==> config.mk <==
export PLATFORM = sky130hd
export DESIGN_NAME = asrc_sync_reset
export DESIGN_NICKNAME = d
export VERILOG_FILES = /design/src/rtl/asrc_pkg.sv /design/src/rtl/asrc_sync_reset.sv /design/src/rtl/asrc_rate_timer.sv
export VERILOG_INCLUDE_DIRS = /design/src /design/src/rtl
export SDC_FILE = /design/constraint.sdc
export NUM_CORES = 1
export LEC_CHECK = 0
export ABC_AREA = 1
export BUFFER_PORTS_ARGS = -buffer_cell sky130_fd_sc_hd__buf_2
export CORE_MARGIN = 1.5
export CORE_UTILIZATION = 56
export CTS_CLUSTER_SIZE = 28
export DETAILED_ROUTE_END_ITERATION = 8
export PLACE_DENSITY = 0.8
export SLEW_MARGIN = 20
export SYNTH_ARGS = -nofsm -noshare
export SYNTH_HDL_FRONTEND = slang
export SYNTH_SLANG_ARGS = --single-unit
==> constraint.sdc <==
create_clock -name ref_clk -period 3.4 [get_ports ref_clk]
set_clock_uncertainty 0.05 [all_clocks]
set_input_delay 0.68 -clock ref_clk [delete_from_list [all_inputs] [get_ports ref_clk]]
set_output_delay 0.68 -clock ref_clk [all_outputs]
set_load 0.1 [all_outputs]
==> src/rtl/asrc_defines.svh <==
`ifndef ASRC_DEFINES_SVH
`define ASRC_DEFINES_SVH
// Master clock period in ns (125 MHz)
`define ASRC_CLK_PERIOD_NS 8
// Modulator cycle in master clocks
`define ASRC_MOD_CYCLE 128
// Data-ready high pulse on update, in master clocks
`define ASRC_UPDATE_PULSE 500
// Settling in output-rate periods
`define ASRC_SETTLE_PERIODS 3
// Default output-rate period in modulator cycles
`define ASRC_RATE_DIV_DEFAULT 16'h0040
`define ASRC_SYNC_HOLD_RESET 1'b0
`endif

==> src/rtl/asrc_pkg.sv <==
package asrc_pkg;
  typedef enum logic [1:0]
  {
    ASRC_HOLD = 2'b00,
    ASRC_SETTLE = 2'b01,
    ASRC_RUN = 2'b10
  } asrc_state_t;
endpackage : asrc_pkg

==> src/rtl/asrc_sync_reset.sv <==
// Summary of operation
// - Sync bit set holds filter, modulator reset
// - Sync cleared: sampling resumes second clock after write
// - Sync touches only filter and modulator state
// - Three output periods settle before loading
// - Sync release never forces data-ready high
// - Update while low pulses high 500 clocks
// - Read sets high; stays until next word loads
// - High at sync with no unread word stays high until settled
// - Sync write acts as single-shot start
// - Reset input low resets all logic
// - Reset holds data-ready high, ignores access
// - After reset, word ready three periods later
// - Clock output runs through reset
// - Master clock driven to clock output
// - All rates scale with master clock
// - Modulator cycle is 128 master clocks
`timescale 1ns/100ps
`include "asrc_defines.svh"
module asrc_sync_reset
  import asrc_pkg::*;
#(
  parameter int MOD_CYCLE = `ASRC_MOD_CYCLE,
  parameter int UPDATE_PULSE = `ASRC_UPDATE_PULSE,
  parameter int SETTLE_PERIODS = `ASRC_SETTLE_PERIODS,
  parameter int DATA_W = 16
)
(
  input wire logic ref_clk,
  input wire logic rstn,
  // Serial-port derived setup writes
  input wire logic sync_wr,
  input wire logic sync_wr_value,
  input wire logic [15:0] rate_div_wr_value,
  input wire logic rate_div_wr,
  // Data register read strobe from serial port
  input wire logic data_rd,
  // Filter result stream
  input wire logic [DATA_W-1:0] filter_word,
  output logic clk_out,
  output logic filter_sync_hold,
  output logic filter_reset,
  output logic [15:0] rate_div,
  output logic [DATA_W-1:0] data_word,
  output logic data_ready_n
);
  localparam logic [9:0] PULSE_LAST = 10'(UPDATE_PULSE - 1);
  localparam logic [1:0] SETTLE_LAST = 2'(SETTLE_PERIODS - 1);
  typedef struct packed
  {
    logic hold;
    logic [15:0] div;
    asrc_state_t state;
    logic [1:0] settle_cnt;
    logic [DATA_W-1:0] word;
    logic unread;
    logic pulse;
    logic [9:0] pulse_cnt;
  } asrc_ctl_t;
  asrc_ctl_t st;
  asrc_ctl_t next_st;
  logic rate_tick;
  logic run;
  assign run = (st.state != ASRC_HOLD);
  // One timer drives both settling and steady updates, so rates follow the clock
  asrc_rate_timer #(
    .MOD_CYCLE(MOD_CYCLE)
  ) u_timer (
    .ref_clk(ref_clk),
    .rstn(rstn),
    .run(run),
    .rate_div(st.div),
    .rate_tick(rate_tick)
  );
  always_comb
  begin
    next_st = st;
    // Each setup write changes only its own field; other setup is left alone
    if (rate_div_wr)
    begin
      next_st.div = (rate_div_wr_value == 16'h0000) ? 16'h0001 : rate_div_wr_value;
    end
    if (sync_wr)
    begin
      next_st.hold = sync_wr_value;
    end
    if (data_rd)
    begin
      next_st.unread = 1'b0;
      next_st.pulse = 1'b0;
    end
    if (st.pulse)
    begin
      if (st.pulse_cnt == PULSE_LAST)
      begin
        next_st.pulse = 1'b0;
        next_st.pulse_cnt = 10'h000;
      end
      else
      begin
        next_st.pulse_cnt = st.pulse_cnt + 10'h001;
      end
    end
    unique case (st.state)
      ASRC_HOLD:
      begin
        next_st.settle_cnt = 2'b00;
        if (!st.hold)
        begin
          next_st.state = ASRC_SETTLE;
        end
      end
      ASRC_SETTLE:
      begin
        // Unread word is kept, so data-ready is not forced high here
        if (rate_tick)
        begin
          if (st.settle_cnt == SETTLE_LAST)
          begin
            next_st.state = ASRC_RUN;
            next_st.word = filter_word;
            next_st.pulse = st.unread && !data_rd;
            next_st.pulse_cnt = 10'h000;
            next_st.unread = 1'b1;
          end
          else
          begin
            next_st.settle_cnt = st.settle_cnt + 2'b01;
          end
        end
      end
      ASRC_RUN:
      begin
        if (rate_tick)
        begin
          next_st.word = filter_word;
          next_st.pulse = st.unread && !data_rd;
          next_st.pulse_cnt = 10'h000;
          next_st.unread = 1'b1;
        end
      end
      default:
      begin
        next_st.state = ASRC_HOLD;
      end
    endcase
    // A fresh sync write restarts settling; single-shot start uses this path
    if (sync_wr)
    begin
      next_st.state = ASRC_HOLD;
    end
  end
  always_ff @(posedge ref_clk)
  begin
    if (!rstn)
    begin
      // Serial inputs are ignored while reset is low
      st.hold <= `ASRC_SYNC_HOLD_RESET;
      st.div <= `ASRC_RATE_DIV_DEFAULT;
      st.state <= ASRC_HOLD;
      st.settle_cnt <= 2'b00;
      st.word <= '0;
      st.unread <= 1'b0;
      st.pulse <= 1'b0;
      st.pulse_cnt <= 10'h000;
    end
    else
    begin
      st <= next_st;
    end
  end
  // Clock passes straight out, independent of reset
  assign clk_out = ref_clk;
  assign filter_sync_hold = st.hold;
  assign filter_reset = !run;
  assign rate_div = st.div;
  assign data_word = st.word;
  assign data_ready_n = !(st.unread && !st.pulse);
endmodule : asrc_sync_reset

==> src/rtl/asrc_rate_timer.sv <==
`timescale 1ns/100ps
`include "asrc_defines.svh"
// Produces one pulse per output-rate period while run is high; restarts when run is low
module asrc_rate_timer
  import asrc_pkg::*;
#(
  parameter int MOD_CYCLE = `ASRC_MOD_CYCLE
)
(
  input wire logic ref_clk,
  input wire logic rstn,
  input wire logic run,
  input wire logic [15:0] rate_div,
  output logic rate_tick
);
  typedef struct packed
  {
    logic [7:0] mclk_cnt;
    logic [15:0] mod_cnt;
    logic tick;
  } asrc_timer_t;
  asrc_timer_t st;
  asrc_timer_t next_st;
  always_comb
  begin
    next_st = st;
    next_st.tick = 1'b0;
    if (!run)
    begin
      next_st.mclk_cnt = 8'h00;
      next_st.mod_cnt = 16'h0000;
    end
    else if (st.mclk_cnt == 8'(MOD_CYCLE - 1))
    begin
      next_st.mclk_cnt = 8'h00;
      if (st.mod_cnt >= rate_div - 16'h0001)
      begin
        next_st.mod_cnt = 16'h0000;
        next_st.tick = 1'b1;
      end
      else
      begin
        next_st.mod_cnt = st.mod_cnt + 16'h0001;
      end
    end
    else
    begin
      next_st.mclk_cnt = st.mclk_cnt + 8'h01;
    end
  end
  always_ff @(posedge ref_clk)
  begin
    if (!rstn)
    begin
      st <= '0;
    end
    else
    begin
      st <= next_st;
    end
  end
  assign rate_tick = st.tick;
endmodule : asrc_rate_timer

Word-level counts from Yosys, hierarchy flattened
Cells that the tools add are included.
{"block": "totals", "register_bits": 74, "latch_bits": 0, "ram_bits": 0, "romBits": 0, "input_bits": 38, "out_inout_bits": 36, "n_memories": 0}
{"block": "classes", "add_sub_neg": 5, "n_mul": 0, "div": 0, "order_cmp": 1, "n_eq_ne": 10, "shift": 0, "mux": 16, "n_bitwise": 3, "n_reduce_logical": 18}
{"op": "28-bit 2-to-1 mux", "n": 2}
{"op": "28-bit case mux with 2 select lines", "n": 1}
{"op": "16-bit 2-to-1 mux", "n": 2}
{"op": "32-bit 2-to-1 mux", "n": 1}
{"op": "16-bit by 1-bit adder with 16-bit output, second input constant", "n": 1}
{"op": "16-bit >= comparator", "n": 1}
{"op": "16-bit logical NOT", "n": 1}
{"op": "16-bit by 1-bit subtractor with 16-bit output, second input constant", "n": 1}
{"op": "11-bit 2-to-1 mux", "n": 1}
{"op": "10-bit by 1-bit adder with 10-bit output, second input constant", "n": 1}
{"op": "10-bit by 9-bit equality test with 1-bit output, second input constant", "n": 1}
{"op": "10-bit 2-to-1 mux", "n": 1}
{"op": "8-bit by 1-bit adder with 8-bit output, second input constant", "n": 1}
{"op": "8-bit by 7-bit equality test with 1-bit output, second input constant", "n": 1}
{"op": "2-bit 2-to-1 mux", "n": 4}
{"op": "4-bit AND reduction", "n": 2}
{"op": "2-bit != test, second input constant", "n": 3}
{"op": "2-bit case mux with 3 select lines", "n": 1}
{"op": "3-bit AND reduction", "n": 2}
{"op": "2-bit nonzero test", "n": 3}
{"op": "2-bit equality test, second input constant", "n": 2}
{"op": "1-bit logical NOT", "n": 4}
{"op": "2-bit by 1-bit != test with 1-bit output, second input constant", "n": 2}
{"op": "2-bit case mux with 2 select lines", "n": 1}
{"op": "9 further kinds", "n": 13}

Longest topological paths before layout
Gate-level depths: netlist of run 1.
{"block": "depth", "ltp_word": 6, "mapped_depth": 15, "depth_no_buf": 15}

By module
Synthesis of run 1 repeated with hierarchy kept, for this count alone.
{"block": "unflattened", "hier_cells": 605, "hier_area_um2": 4284.1}
{"mod": "asrc_sync_reset", "n_inst": 1, "cells_each": 311, "area_per_inst_um2": 2337.2, "seq_area_each_um2": 980.9}
{"mod": "asrc_rate_timer", "n_inst": 1, "cells_each": 294, "area_per_inst_um2": 1946.9, "seq_area_each_um2": 500.5}

==> results of run 1 <==
==> registers in the layout (all words and copies together) (netlist names) <==
name	count
u_timer.st	24
data_word	16
rate_div	16
st	16
filter_sync_hold	1
u_timer.rate_tick	1
==> routing by layer <==
metal	up-vias	track usage, %
met5	-	0
met4	0	9.93
met2	107	38.8
li1	1958	-
met3	13	5.72
met1	1690	27.2
==> cell type report <==
type / instances / area share (%)
inverter: 63 / 5.12
multi-input combinational: 394 / 46.9
tap: 99 / 2.68
clock inverter: 6 / 1.41
clock buffer: 14 / 3.77
timing repair buffer: 73 / 7.97
sequential: 74 / 32.1
==> worst min path at each step <==
stage | startpoint | end | slack [ns]
floorplan | u_timer.st[17]$_SDFF_PP0_ | u_timer.st[17]$_SDFF_PP0_ | 0.37
global placement | u_timer.st[17]$_SDFF_PP0_ | u_timer.st[17]$_SDFF_PP0_ | 0.38
detailed placement | u_timer.st[17]$_SDFF_PP0_ | u_timer.st[17]$_SDFF_PP0_ | 0.40
CTS | sync_wr | filter_sync_hold$_SDFFE_PN0P_ | 0.37
global route | sync_wr | filter_sync_hold$_SDFFE_PN0P_ | 0.39
finish | sync_wr | filter_sync_hold$_SDFFE_PN0P_ | 0.38
==> power by group through the flow <==
stage | logic (mW) | registers, mW | clock network (mW)
6_report | 0.319 | 0.907 | 0.863
5_1_grt | 0.349 | 0.909 | 0.925
4_1_cts | 0.320 | 0.906 | 0.878
3_5_place_dp | 0.318 | 0.927 | 0.104
3_3_place_gp | 0.310 | 0.926 | 0.104
2_1_floorplan | 0.259 | 0.926 | 0.111
==> through the flow <==
| step | util (%) | hold slack [ns] | worst slack, ns |
|---|---|---|---|
| 4_1_cts | 63.6 | 0.373 | 0.457 |
| 5_1_grt | 63.6 | 0.386 | 0.212 |
| 3_3_place_gp | 60.4 | 0.381 | 0.672 |
| 6_report | 63.6 | 0.382 | 0.466 |
| 2_1_floorplan | - | 0.368 | 0.758 |
| 3_5_place_dp | 60.4 | 0.398 | 0.510 |
==> layout by cell type, fill, tap and decap left out, drive strengths merged <==
cell,instances
nor2,101
nand2,77
dfxtp,74
buf,74
inv,63
nand3,49
a21oi,32
o21ai,29
ha,24
a211oi,18
xor2,13
clkbuf,13
nand4,12
nor3,11
xnor2,7
nor4,5
or2,4
clkinv,4
nor3b,2
o21a,1
a21o,1
a31oi,1
o21bai,1
o31ai,1
a31o,1
and3,1
a22oi,1
o211a,1
nand3b,1
bufinv,1
clkinvlp,1
==> kinds of logic after synthesis <==
| group | count (synthesis) | synth area share, % |
|---|---|---|
| AOI/OAI and AO/OA | 87 | 12.2 |
| xor gates and xnor gates | 20 | 4.18 |
| buffers and inverters | 110 | 13.0 |
| and+or+nand+nor | 263 | 28.1 |
| adders and majority gates | 24 | 7.16 |
| DFF | 74 | 35.3 |
==> flow_results.xml, run 1 <==
<?xml version="1.0" encoding="UTF-8"?>
<metrics>
  <group name="status">
    <metric name="outcome" unit="">finished, final reports clean</metric>
  </group>
  <group name="global_routing">
    <metric name="grt_start_max_net_pins" unit="">33</metric>
    <metric name="gr-usage-all-layers" unit="%">22.8</metric>
    <metric name="remaining_global_route_overflow" unit="">0</metric>
    <metric name="antenna_found_initial" unit="">0</metric>
    <metric name="first_global_vias" unit="">3313</metric>
    <metric name="grt_pass1_wl" unit="um">14300</metric>
  </group>
  <group name="synthesis">
    <metric name="synth_enable_flop_cells" unit="">0</metric>
    <metric name="synthCells" unit="">578</metric>
    <metric name="library_cell_with_the_highest_instance_count_after_synthesis" unit="">nor2_1</metric>
    <metric name="synth.top_cells.by_area" unit="">dfxtp_1 (35%), nor2_1 (8.7%), ha_1 (7.2%)</metric>
    <metric name="synth_area_leader_cell" unit="">dfxtp_1</metric>
    <metric name="netlist_area" unit="sq um">4190</metric>
    <metric name="synth_largest_type_area_fraction" unit="%">35.3</metric>
    <metric name="post_synthesis_average_cell_area" unit="sq um">7.25</metric>
    <metric name="synth_seq_area_share" unit="%">35.3</metric>
    <metric name="yosys_most_used_dff" unit="">dfxtp_1</metric>
    <metric name="synth-async-reset-ratio" unit="%">0</metric>
    <metric name="ys_ff_latch" unit="">74</metric>
    <metric name="postSynthNetCount" unit="">640</metric>
    <metric name="ys_top_cells_by_count" unit="">nor2_1 (97), dfxtp_1 (74), nand2_1 (74)</metric>
    <metric name="synth_cell_types" unit="">39</metric>
    <metric name="synth-warning-count" unit="">0</metric>
  </group>
  <group name="final_layout">
    <metric name="num_antenna_cells" unit="">0</metric>
    <metric name="final_std_cell_area_no_fill" unit="sq um">4610</metric>
    <metric name="area_growth" unit="%">10.1</metric>
    <metric name="seqCellArea" unit="sq um">1480</metric>
    <metric name="layoutNonFillerInstCount" unit="">723</metric>
    <metric name="final_net_count" unit="">681</metric>
    <metric name="share_of_post_route_cells_with_drive_strength_above_1" unit="%">17.1</metric>
    <metric name="fill_cells" unit="">657</metric>
    <metric name="area_of_the_multi_input_gates" unit="sq um">2170</metric>
  </group>
  <group name="power">
    <metric name="p_switching" unit="uW">698</metric>
    <metric name="power_density" unit="nW/um^2">453</metric>
    <metric name="vdd_ir_drop_max" unit="uV">648</metric>
    <metric name="seqPwrFrac" unit="%">43.4</metric>
    <metric name="leakagePower" unit="nW">2.07</metric>
    <metric name="power_frac_comb" unit="%">15.3</metric>
    <metric name="post-layout-total-power" unit="mW">2.09</metric>
    <metric name="clock_power_share" unit="%">41.3</metric>
    <metric name="cellInternalPower" unit="mW">1.39</metric>
    <metric name="switching_share" unit="%">33.4</metric>
  </group>
  <group name="worst_setup_path">
    <metric name="crit_family" unit="">buffers and inverters</metric>
    <metric name="worst_path_largest_cell_delay" unit="ns">0.28</metric>
    <metric name="critical_path.n_buffers_inverters" unit="">3</metric>
    <metric name="critical_path.reg2reg.startpoint" unit="">rate_div[0]$_SDFFE_PN0P_</metric>
    <metric name="worst-endpoint-arrival" unit="ns">2.20</metric>
    <metric name="timing.critical_path.from_type" unit="">clock port</metric>
    <metric name="startpoint" unit="">ref_clk</metric>
    <metric name="cpMaxStageDelayCell" unit="">buf_2</metric>
    <metric name="endpoint_of_the_most_critical_setup_path" unit="">clk_out</metric>
    <metric name="r2r_cells" unit="">14</metric>
    <metric name="r2r_end" unit="">u_timer.st[7]$_SDFFE_PN0P_</metric>
    <metric name="critical_path.endpoint_type" unit="">primary output</metric>
    <metric name="worstPathRequired" unit="ns">2.67</metric>
    <metric name="worst-setup-path-type" unit="">clk -&gt; out</metric>
    <metric name="number_of_gates_on_the_worst_path_with_buffers_counted" unit="">3</metric>
    <metric name="timing.critical_path.fanout_max" unit="">2</metric>
    <metric name="path_cells" unit="">clkbuf_8, clkbuf_8, buf_2</metric>
    <metric name="critPathMostFrequentCell" unit="">clkbuf_8</metric>
    <metric name="rrSetupSlack" unit="ns">0.53</metric>
  </group>
  <group name="route">
    <metric name="detail_route.wirelength.met1" unit="um">4050</metric>
    <metric name="post_detailed_route_wirelength_per_cell" unit="um">12.2</metric>
    <metric name="remaining_drc_errors" unit="">0</metric>
    <metric name="topRoutingLayerUsed" unit="">met4</metric>
    <metric name="route.vias.total" unit="">3768</metric>
    <metric name="antenna_violating_nets_post_route" unit="">0</metric>
    <metric name="met2WireLength" unit="um">4110</metric>
    <metric name="first_pass_iters" unit="">4</metric>
    <metric name="wl_met3" unit="um">529</metric>
    <metric name="post_drt_via_cell_ratio" unit="">5.21</metric>
    <metric name="finalWirelength" unit="um">8840</metric>
    <metric name="drt_iter0_markers" unit="">190</metric>
  </group>
  <group name="cts">
    <metric name="post_cts_hold_buffer_count" unit="">0</metric>
    <metric name="cts_post_setup_buffers_inserted" unit="">0</metric>
    <metric name="clk-insertion-delay-late" unit="ns">0.45</metric>
    <metric name="tritoncts_clock_tree" unit="">built</metric>
    <metric name="clock_slew_seen_by_the_registers_of_the_worst_setup_and_hold_paths" unit="ns">0.08</metric>
    <metric name="resized_after_cts" unit="">0</metric>
  </group>
  <group name="die">
    <metric name="design.die.area" unit="sq um">8010</metric>
    <metric name="floorplan.core_area" unit="sq um">7250</metric>
    <metric name="die_height" unit="um">89.5</metric>
    <metric name="floorplan.initialDensity" unit="%">57.8</metric>
    <metric name="ios" unit="">74</metric>
    <metric name="num_rows" unit="">31</metric>
    <metric name="die_width" unit="um">89.5</metric>
  </group>
  <group name="hold_path">
    <metric name="whs_path_depth" unit="">2</metric>
    <metric name="holdCritPathClass" unit="">in -&gt; reg</metric>
  </group>
  <group name="placement">
    <metric name="dpl-instance-area" unit="sq um">4380</metric>
    <metric name="place.port_buffers" unit="">73</metric>
    <metric name="gp_congestion" unit="">0.827</metric>
    <metric name="dp_hpwl" unit="um">6680</metric>
    <metric name="placed_cells" unit="">704</metric>
  </group>
  <group name="run">
    <metric name="cap_viol_max_count" unit="">0</metric>
  </group>
  <group name="sta">
    <metric name="setup-tns-final" unit="ns">0</metric>
    <metric name="timing_worst_slew_pin_value" unit="ns">0.868</metric>
    <metric name="slew_violations" unit="">0</metric>
    <metric name="setup_viol" unit="">0</metric>
    <metric name="grt_setup_unrepaired" unit="">false</metric>
    <metric name="max_slew_margin" unit="%">42.1</metric>
    <metric name="timing_hold_violations_final" unit="">0</metric>
  </group>
</metrics>
No activity file was read; power rests on OpenSTA's default activity.
==> run 2: changes to the inputs <==
==> constraint.sdc (replaced) <==
create_clock -name ref_clk -period 3.4 [get_ports ref_clk]
set_clock_uncertainty 0.05 [all_clocks]
set_input_delay 1.02 -clock ref_clk [delete_from_list [all_inputs] [get_ports ref_clk]]
set_output_delay 1.02 -clock ref_clk [all_outputs]
set_load 0.1 [all_outputs]
==> run 2 against run 1 <==
Non-clock buffer count rose by 2. Wire length rose by 2.4%. First-iteration DRC count fell by 20%. Sequential cell count did not move. Design area rose by 0.49%. Count of clock-buffer cells in the layout fell by 1. Hold slack improved by 0.027 ns. Final cell count rose by 0.28%. Register-to-register slack got worse by 0.02 ns. Clock power rose by 2.4%. Critical endpoint unchanged. Largest power group unchanged.
==> flow_results.xml, run 2 (same netlist as run 1, synthesis figures left out) <==
<?xml version="1.0" encoding="UTF-8"?>
<metrics>
  <group name="final_layout">
    <metric name="number_of_flip_flops_in_the_largest_register" unit="">24</metric>
    <metric name="area_of_the_multi_input_gates" unit="sq um">2170</metric>
    <metric name="seqCellArea" unit="sq um">1480</metric>
    <metric name="mostFrequentLayoutCells" unit="">nor2_1 (97), nand2_1 (74), dfxtp_1 (74)</metric>
    <metric name="fill_cells" unit="">651</metric>
    <metric name="area_growth" unit="%">10.6</metric>
    <metric name="share_of_post_route_cells_with_drive_strength_above_1" unit="%">17.6</metric>
    <metric name="postLayoutCoreUtil" unit="%">63.9</metric>
    <metric name="regMostFlops" unit="">u_timer.st</metric>
    <metric name="final_std_cell_area_no_fill" unit="sq um">4640</metric>
    <metric name="final_net_count" unit="">683</metric>
    <metric name="most_common_library_cell_in_the_layout_ignoring_fill_and_taps" unit="">nor2_1</metric>
    <metric name="num_antenna_cells" unit="">0</metric>
  </group>
  <group name="cts">
    <metric name="cts_post_setup_buffers_inserted" unit="">0</metric>
    <metric name="resized_after_cts" unit="">0</metric>
    <metric name="post_cts_hold_buffer_count" unit="">0</metric>
    <metric name="clk-insertion-delay-late" unit="ns">0.46</metric>
    <metric name="clock_slew_seen_by_the_registers_of_the_worst_setup_and_hold_paths" unit="ns">0.08</metric>
    <metric name="tritoncts_clock_tree" unit="">built</metric>
  </group>
  <group name="worst_setup_path">
    <metric name="cpMaxStageDelayCell" unit="">buf_2</metric>
    <metric name="worst-setup-path-type" unit="">clk -&gt; out</metric>
    <metric name="timing.critical_path.from_type" unit="">clock port</metric>
    <metric name="worstPathRequired" unit="ns">2.33</metric>
    <metric name="timing.critical_path.fanout_max" unit="">2</metric>
    <metric name="worst_path_largest_cell_delay" unit="ns">0.28</metric>
    <metric name="crit_family" unit="">buffers and inverters</metric>
    <metric name="critical_path.n_buffers_inverters" unit="">3</metric>
    <metric name="critPathMostFrequentCell" unit="">clkbuf_8</metric>
    <metric name="worst-endpoint-arrival" unit="ns">2.20</metric>
    <metric name="critical_path.endpoint_type" unit="">primary output</metric>
    <metric name="path_cells" unit="">clkbuf_8, clkbuf_8, buf_2</metric>
  </group>
  <group name="power">
    <metric name="vdd_ir_drop_max" unit="uV">655</metric>
    <metric name="leakagePower" unit="nW">2.08</metric>
    <metric name="power_density" unit="nW/um^2">456</metric>
  </group>
  <group name="route">
    <metric name="post_detailed_route_wirelength_per_cell" unit="um">12.5</metric>
    <metric name="route.vias.total" unit="">3787</metric>
    <metric name="finalWirelength" unit="um">9050</metric>
    <metric name="post_drt_via_cell_ratio" unit="">5.22</metric>
    <metric name="drt_iter0_markers" unit="">152</metric>
    <metric name="remaining_drc_errors" unit="">0</metric>
    <metric name="antenna_violating_nets_post_route" unit="">0</metric>
    <metric name="first_pass_iters" unit="">5</metric>
  </group>
  <group name="status">
    <metric name="outcome" unit="">finished, final reports clean</metric>
  </group>
  <group name="sta">
    <metric name="slew_violations" unit="">0</metric>
    <metric name="grt_setup_unrepaired" unit="">false</metric>
    <metric name="timing_hold_violations_final" unit="">0</metric>
    <metric name="max_slew_margin" unit="%">41.8</metric>
    <metric name="setup_viol" unit="">0</metric>
    <metric name="setup-tns-final" unit="ns">0</metric>
    <metric name="timing_worst_slew_pin_value" unit="ns">0.873</metric>
    <metric name="finalHoldWorstSlack" unit="ns">0.409</metric>
  </group>
  <group name="global_routing">
    <metric name="grt_start_max_net_pins" unit="">33</metric>
    <metric name="first_global_vias" unit="">3323</metric>
    <metric name="gr-usage-all-layers" unit="%">23.2</metric>
    <metric name="grt_pass1_wl" unit="um">14400</metric>
    <metric name="antenna_found_initial" unit="">0</metric>
    <metric name="remaining_global_route_overflow" unit="">0</metric>
  </group>
  <group name="placement">
    <metric name="dpl-instance-area" unit="sq um">4400</metric>
    <metric name="place.port_buffers" unit="">73</metric>
    <metric name="gp_congestion" unit="">0.812</metric>
    <metric name="dp_hpwl" unit="um">6830</metric>
  </group>
  <group name="die">
    <metric name="design.die.area" unit="sq um">8010</metric>
    <metric name="floorplan.initialDensity" unit="%">57.8</metric>
    <metric name="ios" unit="">74</metric>
    <metric name="die_width" unit="um">89.5</metric>
    <metric name="floorplan.core_area" unit="sq um">7250</metric>
    <metric name="die_height" unit="um">89.5</metric>
    <metric name="num_rows" unit="">31</metric>
  </group>
  <group name="run">
    <metric name="cap_viol_max_count" unit="">0</metric>
  </group>
  <group name="hold_path">
    <metric name="holdCritPathClass" unit="">reg -&gt; reg</metric>
  </group>
</metrics>
## run 2: changes by cell type in the layout (fill, tap and decap cells not counted)
cell,previous run,this run
inv_6,1,2
clkinvlp_4,1,2
clkinv_2,2,1
buf_4,1,3
clkbuf_1,1,0
## run 2: cell type report
| cell class | count | share of cell area (%) |
|---|---|---|
| multi-input cells | 394 | 46.7 |
| flip-flops and latches | 74 | 31.9 |
| repair buffers | 75 | 8.26 |
| inverters | 63 | 5.10 |
| clock buffers | 13 | 3.67 |
| well taps | 99 | 2.67 |
| clock inverters | 7 | 1.65 |
## run 2: where the power goes
| group | leakage (nW) | internal, mW | switching, mW |
|---|---|---|---|
| Combinational | 1.36 | 0.0842 | 0.239 |
| Sequential | 0.601 | 0.885 | 0.0223 |
| Clock | 0.122 | 0.426 | 0.458 |
| Total | 2.08 | 1.40 | 0.718 |
## run 2: path summary, 6_finish.rpt
kind	startpoint	endpoint	slack, ns	depth (start not counted)
hold / removal	u_timer.st[17]$_SDFF_PP0_	u_timer.st[17]$_SDFF_PP0_	0.41	1
setup reg to reg	rate_div[0]$_SDFFE_PN0P_	u_timer.st[5]$_SDFFE_PN0P_	0.51	14
hold reg to reg	u_timer.st[17]$_SDFF_PP0_	u_timer.st[17]$_SDFF_PP0_	0.41	1
setup / recovery	ref_clk	clk_out	0.13	3
## run 2: per-stage QoR
stage	power [mW]	worst slack, ns	instances
floorplan	1.30	0.418	578
global placement	1.34	0.360	706
detailed placement	1.35	0.360	706
CTS	2.13	0.117	725
global route	2.20	0.114	725
finish	2.11	0.126	725
## run 2: layer usage
| metal | up-vias | wire, um | GRT usage (%) |
|---|---|---|---|
| met5 | - | 0 | 0 |
| met4 | 0 | 225 | 11.9 |
| met3 | 19 | 556 | 4.89 |
| met2 | 115 | 4200 | 39.4 |
| met1 | 1688 | 4070 | 27.5 |
| li1 | 1965 | - | - |
==> run 3: changes to the inputs <==
--- a/config.mk
+++ b/config.mk
@@ -6,7 +6,6 @@
 export SDC_FILE = /design/constraint.sdc
 export NUM_CORES = 1
 export LEC_CHECK = 0
-export ABC_AREA = 1
 export BUFFER_PORTS_ARGS = -buffer_cell sky130_fd_sc_hd__buf_2
 export CORE_MARGIN = 1.5
 export CORE_UTILIZATION = 56
==> run 3 against run 2 <==
Core utilization rose by 1.8 points. Final cell count fell by 18%. First-iteration DRC count fell by 9.9%. Die area shrank 4.4%. Critical endpoint unchanged.
==> flow_results.xml, run 3 <==
<?xml version="1.0" encoding="UTF-8"?>
<metrics>
  <group name="sta">
    <metric name="timing_hold_violations_final" unit="">0</metric>
    <metric name="max_slew_margin" unit="%">29.9</metric>
    <metric name="setup-tns-final" unit="ns">0</metric>
    <metric name="slew_violations" unit="">0</metric>
    <metric name="timing_worst_slew_pin_value" unit="ns">1.05</metric>
    <metric name="setup_viol" unit="">0</metric>
  </group>
  <group name="power">
    <metric name="vdd_ir_drop_max" unit="uV">345</metric>
    <metric name="leakagePower" unit="nW">1.88</metric>
    <metric name="power_density" unit="nW/um^2">485</metric>
    <metric name="post-layout-total-power" unit="mW">2.19</metric>
  </group>
  <group name="global_routing">
    <metric name="antenna_found_initial" unit="">0</metric>
    <metric name="grt_pass1_wl" unit="um">13600</metric>
    <metric name="remaining_global_route_overflow" unit="">0</metric>
    <metric name="gr-usage-all-layers" unit="%">22.7</metric>
    <metric name="first_global_vias" unit="">3090</metric>
    <metric name="grt_start_max_net_pins" unit="">40</metric>
  </group>
  <group name="die">
    <metric name="num_rows" unit="">30</metric>
    <metric name="floorplan.core_area" unit="sq um">6870</metric>
    <metric name="design.die.area" unit="sq um">7660</metric>
    <metric name="floorplan.initialDensity" unit="%">58.3</metric>
    <metric name="die_height" unit="um">87.5</metric>
    <metric name="ios" unit="">74</metric>
    <metric name="die_width" unit="um">87.5</metric>
  </group>
  <group name="synthesis">
    <metric name="synth_largest_type_area_fraction" unit="%">37.0</metric>
    <metric name="synth_seq_area_share" unit="%">37.0</metric>
    <metric name="synthCells" unit="">448</metric>
    <metric name="post_synthesis_average_cell_area" unit="sq um">8.93</metric>
    <metric name="synth_enable_flop_cells" unit="">0</metric>
    <metric name="synth_cell_types" unit="">45</metric>
    <metric name="ys_ff_latch" unit="">74</metric>
    <metric name="postSynthNetCount" unit="">510</metric>
    <metric name="synth-async-reset-ratio" unit="%">0</metric>
    <metric name="synth.top_cells.by_area" unit="">dfxtp_1 (37%), ha_1 (7.5%), buf_4 (6.2%)</metric>
    <metric name="yosys_most_used_dff" unit="">dfxtp_1</metric>
    <metric name="synth-warning-count" unit="">0</metric>
    <metric name="library_cell_with_the_highest_instance_count_after_synthesis" unit="">dfxtp_1</metric>
    <metric name="synth_area_leader_cell" unit="">dfxtp_1</metric>
    <metric name="netlist_area" unit="sq um">4000</metric>
    <metric name="ys_top_cells_by_count" unit="">dfxtp_1 (74), nor2b_1 (38), buf_4 (33)</metric>
  </group>
  <group name="worst_setup_path">
    <metric name="timing.critical_path.from_type" unit="">clock port</metric>
    <metric name="worst-endpoint-arrival" unit="ns">2.20</metric>
    <metric name="worst-setup-path-type" unit="">clk -&gt; out</metric>
    <metric name="rrSetupSlack" unit="ns">0.30</metric>
    <metric name="r2r_end" unit="">u_timer.st[13]$_SDFFE_PN0P_</metric>
    <metric name="cpMaxStageDelayCell" unit="">buf_2</metric>
    <metric name="path_cells" unit="">clkbuf_8, clkbuf_8, buf_2</metric>
    <metric name="r2r_cells" unit="">12</metric>
    <metric name="critical_path.reg2reg.startpoint" unit="">rate_div[7]$_SDFFE_PN0P_</metric>
    <metric name="timing.critical_path.fanout_max" unit="">2</metric>
    <metric name="worstPathRequired" unit="ns">2.33</metric>
    <metric name="critical_path.endpoint_type" unit="">primary output</metric>
    <metric name="critPathMostFrequentCell" unit="">clkbuf_8</metric>
    <metric name="worst_path_largest_cell_delay" unit="ns">0.28</metric>
    <metric name="startpoint" unit="">ref_clk</metric>
    <metric name="endpoint_of_the_most_critical_setup_path" unit="">clk_out</metric>
  </group>
  <group name="cts">
    <metric name="tritoncts_clock_tree" unit="">built</metric>
    <metric name="resized_after_cts" unit="">0</metric>
    <metric name="post_cts_hold_buffer_count" unit="">0</metric>
    <metric name="clock_slew_seen_by_the_registers_of_the_worst_setup_and_hold_paths" unit="ns">0.07</metric>
    <metric name="cts_post_setup_buffers_inserted" unit="">0</metric>
    <metric name="clk-insertion-delay-late" unit="ns">0.46</metric>
  </group>
  <group name="route">
    <metric name="drt_iter0_markers" unit="">137</metric>
    <metric name="route.vias.total" unit="">3243</metric>
    <metric name="remaining_drc_errors" unit="">0</metric>
    <metric name="first_pass_iters" unit="">4</metric>
    <metric name="finalWirelength" unit="um">8330</metric>
    <metric name="antenna_violating_nets_post_route" unit="">0</metric>
    <metric name="post_drt_via_cell_ratio" unit="">5.48</metric>
    <metric name="post_detailed_route_wirelength_per_cell" unit="um">14.1</metric>
  </group>
  <group name="final_layout">
    <metric name="mostFrequentLayoutCells" unit="">dfxtp_1 (74), buf_2 (73), nor2b_1 (38)</metric>
    <metric name="regMostFlops" unit="">u_timer.st</metric>
    <metric name="number_of_flip_flops_in_the_largest_register" unit="">24</metric>
    <metric name="final_net_count" unit="">553</metric>
    <metric name="most_common_library_cell_in_the_layout_ignoring_fill_and_taps" unit="">dfxtp_1</metric>
    <metric name="final_std_cell_area_no_fill" unit="sq um">4510</metric>
    <metric name="postLayoutCoreUtil" unit="%">65.7</metric>
    <metric name="share_of_post_route_cells_with_drive_strength_above_1" unit="%">22.0</metric>
    <metric name="layoutNonFillerInstCount" unit="">592</metric>
    <metric name="fill_cells" unit="">567</metric>
    <metric name="num_antenna_cells" unit="">0</metric>
    <metric name="area_growth" unit="%">12.8</metric>
  </group>
  <group name="hold_path">
    <metric name="holdCritPathClass" unit="">reg -&gt; reg</metric>
  </group>
  <group name="run">
    <metric name="cap_viol_max_count" unit="">0</metric>
  </group>
  <group name="placement">
    <metric name="dpl-instance-area" unit="sq um">4220</metric>
    <metric name="placed_cells" unit="">573</metric>
    <metric name="gp_congestion" unit="">0.853</metric>
    <metric name="place.port_buffers" unit="">73</metric>
    <metric name="dp_hpwl" unit="um">5870</metric>
  </group>
  <group name="status">
    <metric name="outcome" unit="">finished, final reports clean</metric>
  </group>
</metrics>
[run 3: cell count changes in the layout (fill, tap and decap cells not counted), moves of 4 or more]
cell,previous run,this run
and4_1,0,4
nand3_1,49,14
nor2b_1,0,38
nand2_1,74,28
nor2_1,97,30
a22oi_1,1,16
mux2i_1,0,19
xnor2_1,7,14
o21ai_0,28,4
and3_1,1,9
inv_1,60,12
xor2_1,13,27
a211oi_1,18,0
[run 3: worst min-delay path by stage]
stage                                          from                         to  slack [ns]  cells past startpoint
final                     u_timer.st[17]$_SDFF_PP0_  u_timer.st[17]$_SDFF_PP0_        0.42                      1
after global routing      u_timer.st[17]$_SDFF_PP0_  u_timer.st[17]$_SDFF_PP0_        0.46                      1
after CTS                 u_timer.st[17]$_SDFF_PP0_  u_timer.st[17]$_SDFF_PP0_        0.42                      1
after detailed placement  u_timer.st[17]$_SDFF_PP0_  u_timer.st[17]$_SDFF_PP0_        0.41                      1
after global placement    u_timer.st[17]$_SDFF_PP0_  u_timer.st[17]$_SDFF_PP0_        0.40                      1
after floorplan           u_timer.st[17]$_SDFF_PP0_  u_timer.st[17]$_SDFF_PP0_        0.38                      1
[run 3: layout make-up]
class	count	area [sq um]	share of cell area, %
inverters	12	45.0	0.998
well taps	96	120	2.66
multi-input cells	313	2180	48.4
flip-flops and latches	74	1480	32.8
clock inverters	7	116	2.58
repair buffers	77	398	8.81
clock buffers	13	170	3.77
[run 3: metal layers]
metal	routed length [um]	up-vias	GRT usage [%]
li1	-	1598	-
met1	3520	1533	26.5
met2	4230	93	37.8
met3	381	19	8.01
met4	206	0	10.2
met5	0	-	0
[run 3: through the flow]
step	setup slack, ns	hold WS [ns]
after CTS	0.121	0.423
after detailed placement	0.251	0.406
after floorplan	0.360	0.380
final	0.127	0.417
after global placement	0.360	0.396
after global routing	-0.00289	0.459
[run 3: report_power, final]
part | total, mW | internal (mW) | switching, mW
combinational | 0.271 | 0.0865 | 0.185
clock | 1.02 | 0.570 | 0.450
sequential | 0.900 | 0.879 | 0.0204
[run 3: critical path, delay by kind of cell]
| kind | cells | cell delay, ns |
|---|---|---|
| buffers and inverters | 3 | 0.50 |
[run 3: cell families (layout without fill, tap and decap cells)]
kind of cell	count (synthesis)	after routing	share of synthesized area, %
and+or+nand+nor	170	170	23.6
buffers and inverters	61	109	8.94
muxes	19	19	4.75
AOI/OAI and AO/OA	59	59	9.19
adders and majority gates	24	24	7.50
xor gates and xnor gates	41	41	8.97
DFF	74	74	37.0
